## src/ecc_corr_pkg.sv

```systemverilog
/*
 * Shared constants for the correction and parameter block: register
 * indices, field positions, reset values, command codes and shift limits.
 * Assumes a byte-wide register model placed on a 32-bit APB, one word each.
 */
`default_nettype none
package ecc_corr_pkg;
    // Register indices; byte address is four times the index
    localparam logic [7:0] IDX_ERROR = 8'h21;
    localparam logic [7:0] IDX_GAPFILL = 8'h22;
    localparam logic [7:0] IDX_PADFILL = 8'h23;
    localparam logic [7:0] IDX_CYLLO = 8'h24;
    localparam logic [7:0] IDX_CYLHI = 8'h25;
    localparam logic [7:0] IDX_DRVHEAD = 8'h26;
    localparam logic [7:0] IDX_STATUS = 8'h27;
    localparam logic [7:0] IDX_SYNCLEN = 8'h30;
    localparam logic [7:0] IDX_PTRLO = 8'h34;
    localparam logic [7:0] IDX_PTRHI = 8'h35;
    localparam logic [7:0] IDX_BUFCTL = 8'h37;
    localparam logic [7:0] IDX_IFSTAT = 8'h38;
    localparam logic [7:0] IDX_DRVCTL = 8'h3B;
    localparam logic [7:0] IDX_ALTSEC = 8'h3C;
    localparam logic [7:0] IDX_DRQWR = 8'h3F;
    // Field positions
    localparam int BIT_PTRLOAD = 0;
    localparam int BIT_BUFWRDIR = 2;
    localparam int BIT_REQSEEN = 1;
    localparam int BIT_DONE = 3;
    localparam int BIT_ACCESS = 3;
    localparam int BIT_REQDIS = 6;
    localparam int BIT_ECCMODE = 7;
    localparam int ST_BUSY = 7;
    localparam int ST_READY = 6;
    localparam int ST_WFAULT = 5;
    localparam int ST_ERROR = 0;
    localparam int ER_ECC = 6;
    localparam int ER_ABORT = 2;
    localparam int ER_NOTREADY = 1;
    localparam int ER_WFAULT = 0;
    // Command byte: opcode in [7:5], options below
    localparam logic [2:0] OP_CORRECT = 3'b100;
    localparam logic [2:0] OP_SETPARAM = 3'b101;
    localparam logic [2:0] OP_LOADPARAM = 3'b110;
    localparam int OPT_P = 0;
    localparam int OPT_E = 4;
    localparam int OPT_H = 3;
    localparam int OPT_S = 2;
    localparam int OPT_Z = 1;
    localparam int OPT_R = 0;
    localparam int OPT_D = 2;
    localparam int OPT_K = 1;
    localparam int OPT_U = 0;
    // Values
    localparam logic [7:0] ALT_SECTOR_FILL = 8'hFF;
    localparam logic [55:0] ECC_POLY = 56'h80_0000_0000_0B01;
    localparam logic [10:0] BASE_SECTOR = 11'h080;
    localparam logic [4:0] SPAN_5 = 5'h05;
    localparam logic [4:0] SPAN_11 = 5'h0B;
    localparam logic [4:0] SPAN_22 = 5'h16;
    typedef enum logic [1:0] {CODE_RLL, CODE_MFM, CODE_NRZ} coding_t;
endpackage
`default_nettype wire

```

## src/ecc_correction_and_param_setup.sv

```systemverilog
/*
 * Correction computation and drive parameter latch of the disk controller,
 * with its byte-register model on an APB slave.
 * Assumes the ECC checker presents the syndrome on syndromeIn and the
 * buffer manager takes one byte per cycle with bufWrValid and bufWrReady.
 */
`timescale 1ns/100ps
`default_nettype none
module ecc_correction_and_param_setup
    import ecc_corr_pkg::*;
(
    // Clock and reset
    input wire logic clk,
    input wire logic rst,
    // APB slave
    input wire logic psel,
    input wire logic penable,
    input wire logic pwrite,
    input wire logic [11:0] paddr,
    input wire logic [31:0] pwdata,
    output logic [31:0] prdata,
    output logic pready,
    output logic pslverr,
    // Drive and ECC checker
    input wire logic driveReady,
    input wire logic writeFaultInput,
    input wire logic indexPulse,
    input wire logic [55:0] syndromeIn,
    // Buffer manager
    output logic bufferRequest,
    input wire logic bufferReady,
    output logic bufWrValid,
    output logic [7:0] bufWrData,
    input wire logic bufWrReady,
    // Microcontroller signals
    output logic microDataRequest,
    output logic microInterrupt,
    // Parameters to the formatter
    output coding_t codingMode,
    output logic eccSevenByte,
    output logic headFourBits,
    output logic [4:0] correctionSpan,
    output logic relocationEnable,
    output logic hardSector,
    output logic [10:0] sectorSize,
    output logic [7:0] gateDelay,
    output logic [7:0] gapData,
    output logic [7:0] padData
);
    typedef enum logic [2:0] {
        S_IDLE, S_ACCEPT, S_WAITBUF, S_WAITIDX, S_SYND, S_SHIFT, S_RESULT, S_DONE
    } state_t;

    typedef struct packed {
        state_t state;
        logic [7:0] cmd;
        logic [5:0][7:0] taskFile;
        logic [7:0] errFlags;
        logic statErr;
        logic [7:0] syncLen;
        logic [7:0] ptrLo;
        logic [7:0] ptrHi;
        logic [7:0] bufCtl;
        logic done;
        logic reqSeen;
        logic [7:0] drvCtl;
        logic [7:0] altSector;
        logic [7:0] drqWr;
        logic eccLen7;
        logic head4;
        logic spanWide;
        logic codeNrz;
        logic reloc;
        logic hardSec;
        logic ifMode;
        logic userSize;
        logic [7:0] gDelay;
        logic [7:0] gData;
        logic [7:0] pData;
        logic [10:0] userSect;
        logic [55:0] sr;
        logic [13:0] cnt;
        logic [3:0] idx;
        logic [31:0] prdata;
        logic pready;
        logic pslverr;
        logic bufReq;
        logic mdrq;
        logic bufValid;
        logic [7:0] bufData;
        logic idxPrev;
    } st_t;

    st_t cur_ff;
    st_t nxt_st;

    // Register index of a byte address, or zero when unaligned or out of range
    function automatic logic [7:0] regIndex(input logic [11:0] a);
        regIndex = (a[1:0] == 2'b00 && a[11:10] == 2'b00) ? a[9:2] : 8'h00;
    endfunction

    function automatic logic [4:0] spanOf(input logic e7, input logic wide);
        if (e7) begin
            spanOf = wide ? SPAN_22 : SPAN_11;
        end else begin
            spanOf = wide ? SPAN_11 : SPAN_5;
        end
    endfunction

    function automatic logic [10:0] sizeOf(input st_t s);
        if (s.userSize) begin
            sizeOf = s.userSect;
        end else begin
            sizeOf = 11'(BASE_SECTOR << s.taskFile[5][6:5]);
        end
    endfunction

    logic [7:0] rdIdx;
    logic [7:0] rdVal;
    logic mapped;
    logic [3:0] nSyn;
    logic [3:0] nPat;
    logic [55:0] widthMask;
    logic [55:0] spanMask;
    logic [55:0] shifted;
    logic [31:0] pattern;
    logic [15:0] offset;
    logic [13:0] limit;
    logic idxEdge;
    logic reqEnabled;

    always_comb begin
        rdIdx = regIndex(paddr);
        mapped = 1'b1;
        case (rdIdx)
            IDX_ERROR: rdVal = cur_ff.errFlags;
            IDX_GAPFILL: rdVal = cur_ff.taskFile[1];
            IDX_PADFILL: rdVal = cur_ff.taskFile[2];
            IDX_CYLLO: rdVal = cur_ff.taskFile[3];
            IDX_CYLHI: rdVal = cur_ff.taskFile[4];
            IDX_DRVHEAD: rdVal = cur_ff.taskFile[5];
            IDX_STATUS: rdVal = {cur_ff.state != S_IDLE, driveReady, writeFaultInput,
                                 4'h0, cur_ff.statErr};
            IDX_SYNCLEN: rdVal = cur_ff.syncLen;
            IDX_PTRLO: rdVal = cur_ff.ptrLo;
            IDX_PTRHI: rdVal = cur_ff.ptrHi;
            IDX_BUFCTL: rdVal = cur_ff.bufCtl;
            IDX_IFSTAT: rdVal = {4'h0, cur_ff.done, 1'b0, cur_ff.reqSeen, 1'b0};
            IDX_DRVCTL: rdVal = cur_ff.drvCtl;
            IDX_ALTSEC: rdVal = cur_ff.altSector;
            IDX_DRQWR: rdVal = 8'h00;
            default: begin
                rdVal = 8'h00;
                mapped = 1'b0;
            end
        endcase
    end

    always_comb begin
        nSyn = cur_ff.eccLen7 ? 4'h7 : 4'h4;
        nPat = (cur_ff.spanWide || cur_ff.eccLen7) ? 4'h4 : 4'h3;
        widthMask = cur_ff.eccLen7 ? {56{1'b1}} : {24'h000000, 32'hFFFF_FFFF};
        spanMask = widthMask & ~({56{1'b1}} << spanOf(cur_ff.eccLen7, cur_ff.spanWide));
        shifted = ((cur_ff.sr >> 1) ^ (cur_ff.sr[0] ? ECC_POLY : 56'h0)) & widthMask;
        pattern = 32'(cur_ff.sr[31:0] << (5'd8 - 5'(cur_ff.cnt[2:0])));
        offset = {5'h00, cur_ff.cnt[13:3]};
        limit = {sizeOf(cur_ff), 3'b000};
        idxEdge = indexPulse && !cur_ff.idxPrev;
        reqEnabled = !cur_ff.drqWr[BIT_REQDIS];
    end

    always_comb begin
        nxt_st = cur_ff;
        nxt_st.idxPrev = indexPulse;
        // No wait state: data is prepared in setup, handed over in the first access cycle
        if (psel && !penable && !cur_ff.pready) begin
            nxt_st.pready = 1'b1;
            nxt_st.pslverr = !mapped;
            nxt_st.prdata = pwrite ? 32'h0 : {24'h0, rdVal};
        end else begin
            nxt_st.pready = 1'b0;
            nxt_st.pslverr = 1'b0;
        end
        if (psel && penable && cur_ff.pready && pwrite && mapped) begin
            case (rdIdx)
                IDX_ERROR: nxt_st.taskFile[0] = pwdata[7:0];
                IDX_GAPFILL: nxt_st.taskFile[1] = pwdata[7:0];
                IDX_PADFILL: nxt_st.taskFile[2] = pwdata[7:0];
                IDX_CYLLO: nxt_st.taskFile[3] = pwdata[7:0];
                IDX_CYLHI: nxt_st.taskFile[4] = pwdata[7:0];
                IDX_DRVHEAD: nxt_st.taskFile[5] = pwdata[7:0];
                IDX_STATUS: begin
                    // Commands while busy are dropped rather than queued
                    if (cur_ff.state == S_IDLE) begin
                        nxt_st.cmd = pwdata[7:0];
                        nxt_st.state = S_ACCEPT;
                    end
                end
                IDX_SYNCLEN: nxt_st.syncLen = pwdata[7:0];
                IDX_PTRLO: nxt_st.ptrLo = pwdata[7:0];
                IDX_PTRHI: nxt_st.ptrHi = pwdata[7:0];
                IDX_BUFCTL: nxt_st.bufCtl = pwdata[7:0];
                IDX_IFSTAT: begin
                    if (pwdata[BIT_DONE]) begin
                        nxt_st.done = 1'b0;
                    end
                    if (pwdata[BIT_REQSEEN]) begin
                        nxt_st.reqSeen = 1'b1;
                        nxt_st.mdrq = 1'b0;
                    end
                end
                IDX_DRVCTL: nxt_st.drvCtl = pwdata[7:0];
                IDX_ALTSEC: nxt_st.altSector = pwdata[7:0];
                IDX_DRQWR: nxt_st.drqWr = pwdata[7:0];
                default: nxt_st.drqWr = cur_ff.drqWr;
            endcase
        end

        case (cur_ff.state)
            S_IDLE: nxt_st.bufValid = 1'b0;
            S_ACCEPT: begin
                nxt_st.altSector = ALT_SECTOR_FILL;
                nxt_st.errFlags = 8'h00;
                nxt_st.statErr = 1'b0;
                nxt_st.reqSeen = 1'b0;
                if (!driveReady || writeFaultInput) begin
                    nxt_st.errFlags[ER_ABORT] = 1'b1;
                    nxt_st.errFlags[ER_NOTREADY] = !driveReady;
                    nxt_st.errFlags[ER_WFAULT] = writeFaultInput;
                    nxt_st.statErr = 1'b1;
                    nxt_st.state = S_DONE;
                end else if (cur_ff.cmd[7:5] == OP_SETPARAM) begin
                    nxt_st.eccLen7 = cur_ff.cmd[OPT_E];
                    nxt_st.head4 = cur_ff.cmd[OPT_H];
                    nxt_st.spanWide = cur_ff.cmd[OPT_S];
                    nxt_st.codeNrz = cur_ff.cmd[OPT_Z];
                    nxt_st.reloc = cur_ff.cmd[OPT_R];
                    nxt_st.state = S_DONE;
                end else if (cur_ff.cmd[7:5] == OP_LOADPARAM) begin
                    nxt_st.hardSec = cur_ff.cmd[OPT_D];
                    nxt_st.ifMode = cur_ff.cmd[OPT_K];
                    nxt_st.userSize = cur_ff.cmd[OPT_U];
                    nxt_st.gDelay = cur_ff.cmd[OPT_D] ? cur_ff.syncLen : cur_ff.taskFile[0];
                    nxt_st.gData = cur_ff.taskFile[1];
                    nxt_st.pData = cur_ff.taskFile[2];
                    nxt_st.userSect = {cur_ff.taskFile[4][2:0], cur_ff.taskFile[3]};
                    nxt_st.state = S_DONE;
                end else if (cur_ff.cmd[7:5] == OP_CORRECT) begin
                    nxt_st.sr = syndromeIn & widthMask;
                    nxt_st.cnt = 14'h0;
                    nxt_st.idx = 4'h0;
                    if (reqEnabled) begin
                        nxt_st.bufReq = 1'b1;
                        nxt_st.mdrq = 1'b1;
                        nxt_st.state = S_WAITBUF;
                    end else begin
                        nxt_st.state = S_SYND;
                    end
                end else begin
                    // Codes outside this block complete at once; only errFlags, statErr, reqSeen, altSector and done change
                    nxt_st.state = S_DONE;
                end
            end
            S_WAITBUF: begin
                if (bufferReady) begin
                    nxt_st.bufReq = 1'b0;
                    nxt_st.state = S_WAITIDX;
                end
            end
            S_WAITIDX: begin
                if (idxEdge) begin
                    nxt_st.state = S_SYND;
                end
            end
            S_SYND: begin
                if (!cur_ff.bufValid || bufWrReady) begin
                    if (cur_ff.idx == nSyn) begin
                        nxt_st.bufValid = 1'b0;
                        nxt_st.idx = 4'h0;
                        nxt_st.state = cur_ff.cmd[OPT_P] ? S_DONE : S_SHIFT;
                    end else begin
                        nxt_st.bufValid = 1'b1;
                        nxt_st.bufData = 8'(cur_ff.sr >> {nSyn - cur_ff.idx - 4'h1, 3'b000});
                        nxt_st.idx = cur_ff.idx + 4'h1;
                    end
                end
            end
            S_SHIFT: begin
                if (cur_ff.sr != 56'h0 && (cur_ff.sr & ~spanMask) == 56'h0) begin
                    nxt_st.state = S_RESULT;
                end else if (cur_ff.cnt > limit) begin
                    nxt_st.errFlags[ER_ECC] = 1'b1;
                    nxt_st.statErr = 1'b1;
                    nxt_st.state = S_RESULT;
                end else begin
                    nxt_st.sr = shifted;
                    nxt_st.cnt = cur_ff.cnt + 14'h1;
                end
            end
            S_RESULT: begin
                if (!cur_ff.bufValid || bufWrReady) begin
                    if (cur_ff.idx == nPat + 4'h2) begin
                        nxt_st.bufValid = 1'b0;
                        nxt_st.state = S_DONE;
                    end else begin
                        nxt_st.bufValid = 1'b1;
                        case (cur_ff.idx)
                            4'h0: nxt_st.bufData = offset[15:8];
                            4'h1: nxt_st.bufData = offset[7:0];
                            default: nxt_st.bufData =
                                8'(pattern >> {4'h5 - cur_ff.idx, 3'b000});
                        endcase
                        nxt_st.idx = cur_ff.idx + 4'h1;
                    end
                end
            end
            S_DONE: begin
                nxt_st.done = 1'b1;
                nxt_st.mdrq = 1'b0;
                nxt_st.bufReq = 1'b0;
                nxt_st.state = S_IDLE;
            end
            default: nxt_st.state = S_IDLE;
        endcase
    end

    always_ff @(posedge clk or posedge rst) begin
        if (rst) begin
            cur_ff <= '0;
            cur_ff.state <= S_IDLE;
            cur_ff.eccLen7 <= 1'b1;
        end else begin
            cur_ff <= nxt_st;
        end
    end

    // Output flops
    logic microInterrupt_ff;
    logic [10:0] sectorSize_ff;
    coding_t codingMode_ff;
    logic [4:0] span_ff;
    always_ff @(posedge clk or posedge rst) begin
        if (rst) begin
            microInterrupt_ff <= 1'b0;
            sectorSize_ff <= 11'h0;
            codingMode_ff <= CODE_RLL;
            span_ff <= SPAN_11;
        end else begin
            microInterrupt_ff <= nxt_st.done;
            sectorSize_ff <= sizeOf(cur_ff);
            codingMode_ff <= !cur_ff.ifMode ? CODE_RLL
                           : (cur_ff.codeNrz ? CODE_NRZ : CODE_MFM);
            span_ff <= spanOf(nxt_st.eccLen7, nxt_st.spanWide);
        end
    end

    assign prdata = cur_ff.prdata;
    assign pready = cur_ff.pready;
    assign pslverr = cur_ff.pslverr;
    assign bufferRequest = cur_ff.bufReq;
    assign bufWrValid = cur_ff.bufValid;
    assign bufWrData = cur_ff.bufData;
    assign microDataRequest = cur_ff.mdrq;
    assign microInterrupt = microInterrupt_ff;
    assign codingMode = codingMode_ff;
    assign eccSevenByte = cur_ff.eccLen7;
    assign headFourBits = cur_ff.head4;
    assign correctionSpan = span_ff;
    assign relocationEnable = cur_ff.reloc && cur_ff.userSize;
    assign hardSector = cur_ff.hardSec;
    assign sectorSize = sectorSize_ff;
    assign gateDelay = cur_ff.gDelay;
    assign gapData = cur_ff.gData;
    assign padData = cur_ff.pData;
endmodule
`default_nettype wire

```

## config.mk

```make
export PLATFORM = sky130hd
export DESIGN_NAME = ecc_correction_and_param_setup
export DESIGN_NICKNAME = d
export VERILOG_FILES = /design/src/ecc_corr_pkg.sv /design/src/ecc_correction_and_param_setup.sv
export SDC_FILE = /design/constraint.sdc
export NUM_CORES = 1
export LEC_CHECK = 0
export ABC_AREA = 0
export BUFFER_PORTS_ARGS = -buffer_cell sky130_fd_sc_hd__buf_2
export CAP_MARGIN = 15
export CORE_MARGIN = 4
export CORE_UTILIZATION = 50
export CTS_CLUSTER_SIZE = 16
export DETAILED_ROUTE_END_ITERATION = 6
export PLACE_DENSITY = 0.74
export SYNTH_ARGS = -nofsm -noshare
export SYNTH_HDL_FRONTEND = slang
export SYNTH_SLANG_ARGS = --single-unit
```

## constraint.sdc

```tcl
create_clock -name clk -period 10.01 [get_ports clk]
set_input_delay 2.002 -clock clk [delete_from_list [all_inputs] [get_ports clk]]
set_output_delay 2.002 -clock clk [all_outputs]
set_load 0.1 [all_outputs]
```

### After elaboration in Yosys (flattened, before gate mapping)

Cells that the tools add are included.

| storage, ports and cells | value |
|---|---|
| bits in latches | 0 |
| input bits | 110 |
| memories kept | 0 |
| bits in read-only memories | 0 |
| memory bits (writable) | 0 |
| flip-flop bits (word level) | 303 |

| cells by class | value |
|---|---|
| order comparisons | 1 |
| multiplexer cells | 93 |
| divide/modulo/power cells | 0 |
| equality and inequality tests | 41 |
| multiply operators | 0 |
| add/sub/neg operators | 7 |
| bitwise gates (word level) | 9 |
| shifts and indexed selects | 5 |
| reduce and logical (&&, ||, !) cells | 63 |

Operator list:

| cell | count |
|---|---|
| 56-bit AND | 4 |
| 74-bit two-way mux | 2 |
| 70-bit two-way mux | 2 |
| 70-bit one-hot mux with 2 select lines | 1 |
| 8-bit by 6-bit == test with 1-bit output (second input constant) | 15 |
| 8-bit two-way mux | 15 |
| 117-bit two-way mux | 1 |
| 112-bit two-way mux | 1 |
| 56-bit two-way mux | 2 |
| 56-bit inverter | 2 |
| 8-bit one-hot mux with 14 select lines | 1 |
| 59-bit two-way mux | 1 |
| 56-bit zero test | 1 |
| 56-bit nonzero test | 1 |
| 56-bit by 5-bit left shift with 56-bit output (first input constant) | 1 |
| 56-bit by 7-bit right shift with 8-bit output | 1 |
| 55-bit by 56-bit bitwise XOR with 56-bit output | 1 |
| 43-bit two-way mux | 1 |
| 3-bit two-way mux | 14 |
| 38-bit two-way mux | 1 |
| 11-bit two-way mux | 3 |
| 8-bit one-hot mux with 2 select lines | 2 |
| 32-bit by 5-bit left shift with 32-bit output | 1 |
| 32-bit by 7-bit right shift with 8-bit output | 1 |
| other kinds (42) | 144 |

### Logic depth before layout (Yosys ltp)

| depth | value |
|---|---|
| depth in word-level cells | 14 |
| depth in mapped cells | 13 |
| depth with buffers taken out | 10 |

### Worst setup path before layout

Ideal clock, no wire load.

| timing path | value |
|---|---|
| path kind | input port to flip-flop |
| from | in paddr[1] |
| to | reg cur_ff[245] in the netlist's numbering |
| library setup time | 0.125 ns |
| arrival | 4.258 ns |
| path slack | 5.628 ns |
| stages on the path | 8 |
| data required time | 9.885 ns |
| path through | or4_4 -> buf_6 -> or2_1 -> buf_6 -> a211oi_4 -> o31ai_4 -> nor4_4 -> mux2_2 |

| between the ends | value |
|---|---|
| cells in the longest elaborated chain, start to end | 8 |

RTL lines:

| what | RTL line | RTL |
|---|---|---|
| from (decl) | ecc_correction_and_param_setup.sv:19 | `input wire logic [11:0] paddr,` |
| 2-bit zero test (*) | ecc_correction_and_param_setup.sv:99 | `regIndex = (a[1:0] == 2'b00 && a[11:10] == 2'b00) ? a[9:2] : 8'h00;` |
| 1-bit logical AND (*) | ecc_correction_and_param_setup.sv:99 |  |
| 8-bit two-way mux (*) | ecc_correction_and_param_setup.sv:99 |  |
| 8-bit by 6-bit == test with 1-bit output, on equally long branches | ecc_correction_and_param_setup.sv:135, ecc_correction_and_param_setup.sv:185 |  |
| 15-bit OR reduction (no source line) | n/a |  |
| 1-bit two-way mux | ecc_correction_and_param_setup.sv:135 | `case (rdIdx)` |
| 1-bit logical AND | ecc_correction_and_param_setup.sv:184 | `if (psel && penable && cur_ff.pready && pwrite && mapped) begin` |
| 2-bit AND reduction (no source line) (*) | n/a |  |
| to (signal assigned) | ecc_correction_and_param_setup.sv:333 | `cur_ff <= nxt_st;` |
| to (decl) | ecc_correction_and_param_setup.sv:94 | `st_t cur_ff;` |

Every way passes the cells marked *; elsewhere a longest branch is shown, timed or not.
A chain may end at the register's enable or synchronous reset.

### Worst setup path in the final report

| timing path | value |
|---|---|
| from | in paddr[1] |
| to | reg cur_ff[274] in the netlist's numbering |

The elaborated chain is that of the path after synthesis.

==> results_dict.tcl <==
set metrics [dict create \
    outcome "finished, final reports clean" \
    route.met3.wl_mm 3.33 \
    clockBufferDepth 3 \
    vias 12200 \
    dr.first_iter.drc_count 1329 \
    fmax_mhz 209 \
    yosys.area.top_type_share_pct 42.4 \
    nets 1632 \
    wl_per_cell_um 22.7 \
    grt_pass1_vias 12000 \
    post_cts_buffers 0 \
    layout_min_cycle_time_ns 4.79 \
    crit_arrival_ns 5.24 \
    dieWidth_um 186 \
    final_layout_size_suffix_gt1_share_pct 32.9 \
    yosysWarnings 0 \
    tns_ns 0 \
    grt_max_degree 167 \
    final.period_utilization_pct 47.8 \
    grt.overflow.total 0 \
    hpwl_mm 30.1 \
    root_buffer "clkbuf_16" \
    rsz0062_at_grt "no" \
    tritoncts.num_buffers 29 \
    drt-pass1-iter-count 5 \
    slew_headroom_pct 20.4 \
    finalSetupViolCount 0 \
    postLayoutCoreUtil_pct 56.7 \
    crit_type "in -> reg" \
    antenna_found_initial 2 \
    final_common_cell "dfrtp_1" \
    area_growth_pct 10.7 \
    synth_area_leaders "dfrtp_1 (42%), mux2_2 (13%), mux4_2 (5.8%), a22o_1 (3.4%), buf_4 (3.0%)" \
    io_buffers 153 \
    synth_edf_count 0 \
    worst_setup_path_start_kind "primary input" \
    r2r_start "cur_ff[288]" \
    place_congestion 0.929 \
    yosysSeqAreaShare_pct 43.1 \
    core_area_um2 30900 \
    tritoncts "built" \
    r2r-end "cur_ff[85]" \
    hold_start "cur_ff[159]" \
    synth_seq_cells 272 \
    drt_wl_total_mm 43.4 \
    p_leak_nw 8.11 \
    hold_path_depth 1 \
    p_per_area_nw_per_um2 231 \
    syn_area_um2 15800 \
    max_cap_violations 0 \
    rows 64 \
    design.die.area_um2 34500 \
    top_layer_used "met4" \
    ant_nets 0 \
    holdPathEnd "codingMode[0]" \
    final-hold-violation-count 0 \
    avgSynthCellArea_um2 11.0 \
    vdd_drop_max_mv 0.142 \
    h-tree-depth 1 \
    dr_wl_met2_mm 21.0 \
    io_pins 202 \
    drcViolationCount 0 \
    start_util_pct 51.2 \
    final_cell_mix "dfrtp_1 (267), mux2_2 (188), buf_2 (153)" \
    cts_hold_buf 0 \
    synth_cells 1432 \
    nFillCells 2583 \
    synth_flop_cell "dfrtp_1" \
    r2r_slack_ns 5.94 \
    path_clk_slew_ns 0.07 \
    hold_class "reg -> reg" \
    endpoint_kind "flop" \
    cts.sinks 272 \
    synth_area_leader_cell "dfrtp_1" \
    grt.total_usage_pct 25.0 \
    dieHeight_um 186 \
    cts-resized-gates 0 \
    vias_per_cell 6.40 \
    fin_skew_ns 0.0220 \
    grt_first_pass_wirelength_mm 68.3 \
    required_ns 10.46 \
    wl_met1_mm 17.7 \
    yosys.cell_types.count 77 \
    cp_max_fo 18 \
    drv_slew 0 \
    worstRegToRegCells 7 \
    clk_latency_ns 0.56 \
    tightest_slew_ns 1.18 \
    ys_async_sr_fraction_pct 100 \
]
[kinds of logic after synthesis]
family | after synthesis | share of synthesized area (%)
flops | 272 | 43.1
mux | 269 | 21.8
simple gates | 373 | 12.8
xor+xnor | 8 | 0.443
fa+ha+maj | 28 | 2.26
compound gates | 277 | 13.0
buf+inv | 204 | 6.66
other cells | 1 | 0.0237
[layout make-up]
class / instances / area (µm²) / share of cell area (%)
clock inverters: 18 / 249 / 1.42
well taps: 396 / 495 / 2.83
clock buffers: 35 / 788 / 4.50
flip-flops and latches: 272 / 6810 / 38.9
multi-input cells: 979 / 8080 / 46.1
diodes: 2 / 5.00 / 0.0286
inverters: 39 / 154 / 0.879
repair buffers: 173 / 928 / 5.30
[where the power goes]
group	leakage (nW)	switching [mW]	internal (mW)	total (mW)
logic	3.97	0.914	0.551	1.46
clock network	0.511	0.466	0.695	1.16
registers	3.64	0.207	1.22	1.43
[flip-flops by register name (all words and copies together) (netlist names), 2 cells and up]
register and count:
cur_ff 205, sectorSize 11, bufWrData 8, gapData 8, gateDelay 8, padData 8, prdata 8, correctionSpan 5
codingMode 2
[critical path, stage by stage]
cell     delay [ns]
buf_2          0.11
or4_4          0.68
nor4_2         0.95
o31ai_4        0.23
nor2b_1        0.85
mux2_2         0.42
[Yosys cell counts (all sizes together), types with 4 or more instances]
library cell  count
mux4             41
a311oi            4
o21a              4
nand3b            8
and2             11
a31oi            13
o31ai            15
a22o             62
mux2i            40
nor3             17
dfrtp           268
nand4            16
nor2b            10
a22oi            31
xnor2             6
nor2             69
o2bb2ai           6
a21oi            43
a221oi           12
nor4             35
or3b              8
o21ai            31
nand2b           11
inv              38
or4              16
mux2            188
or3               6
nand2           111
a32o              4
o22ai             6
nand3            31
clkbuf           67
dfstp             4
buf              98
and3              9
o211ai            8
a32oi             5
or2               6
ha               27
[through the flow]
step	setup slack [ns]	hold slack, ns	instances	power, mW	instance area [µm²]
after floorplan	0.519	0.413	1455	2.57	15900
after global placement	4.81	0.432	1858	2.85	16500
after detailed placement	4.72	0.441	1858	2.89	16500
after CTS	5.30	0.450	1911	4.05	17500
after global routing	5.22	0.479	1914	4.25	17500
final	5.22	0.449	1914	4.05	17500
[per-layer routing]
layer,vias up,global-route usage [%]
li1,5413,-
met1,6152,34.6
met2,586,40.9
met3,90,3.85
met4,0,7.64
met5,-,0
[how the worst max path moves through the flow]
stage,from,to,depth (start not counted)
after global routing,paddr[1],cur_ff[270],6
after CTS,paddr[1],cur_ff[270],6
after detailed placement,paddr[1],cur_ff[274],6
after floorplan,rst,bufWrData[0],1
final,paddr[1],cur_ff[274],6
after global placement,paddr[1],cur_ff[273],6
No activity file was read; power rests on OpenSTA's default activity.
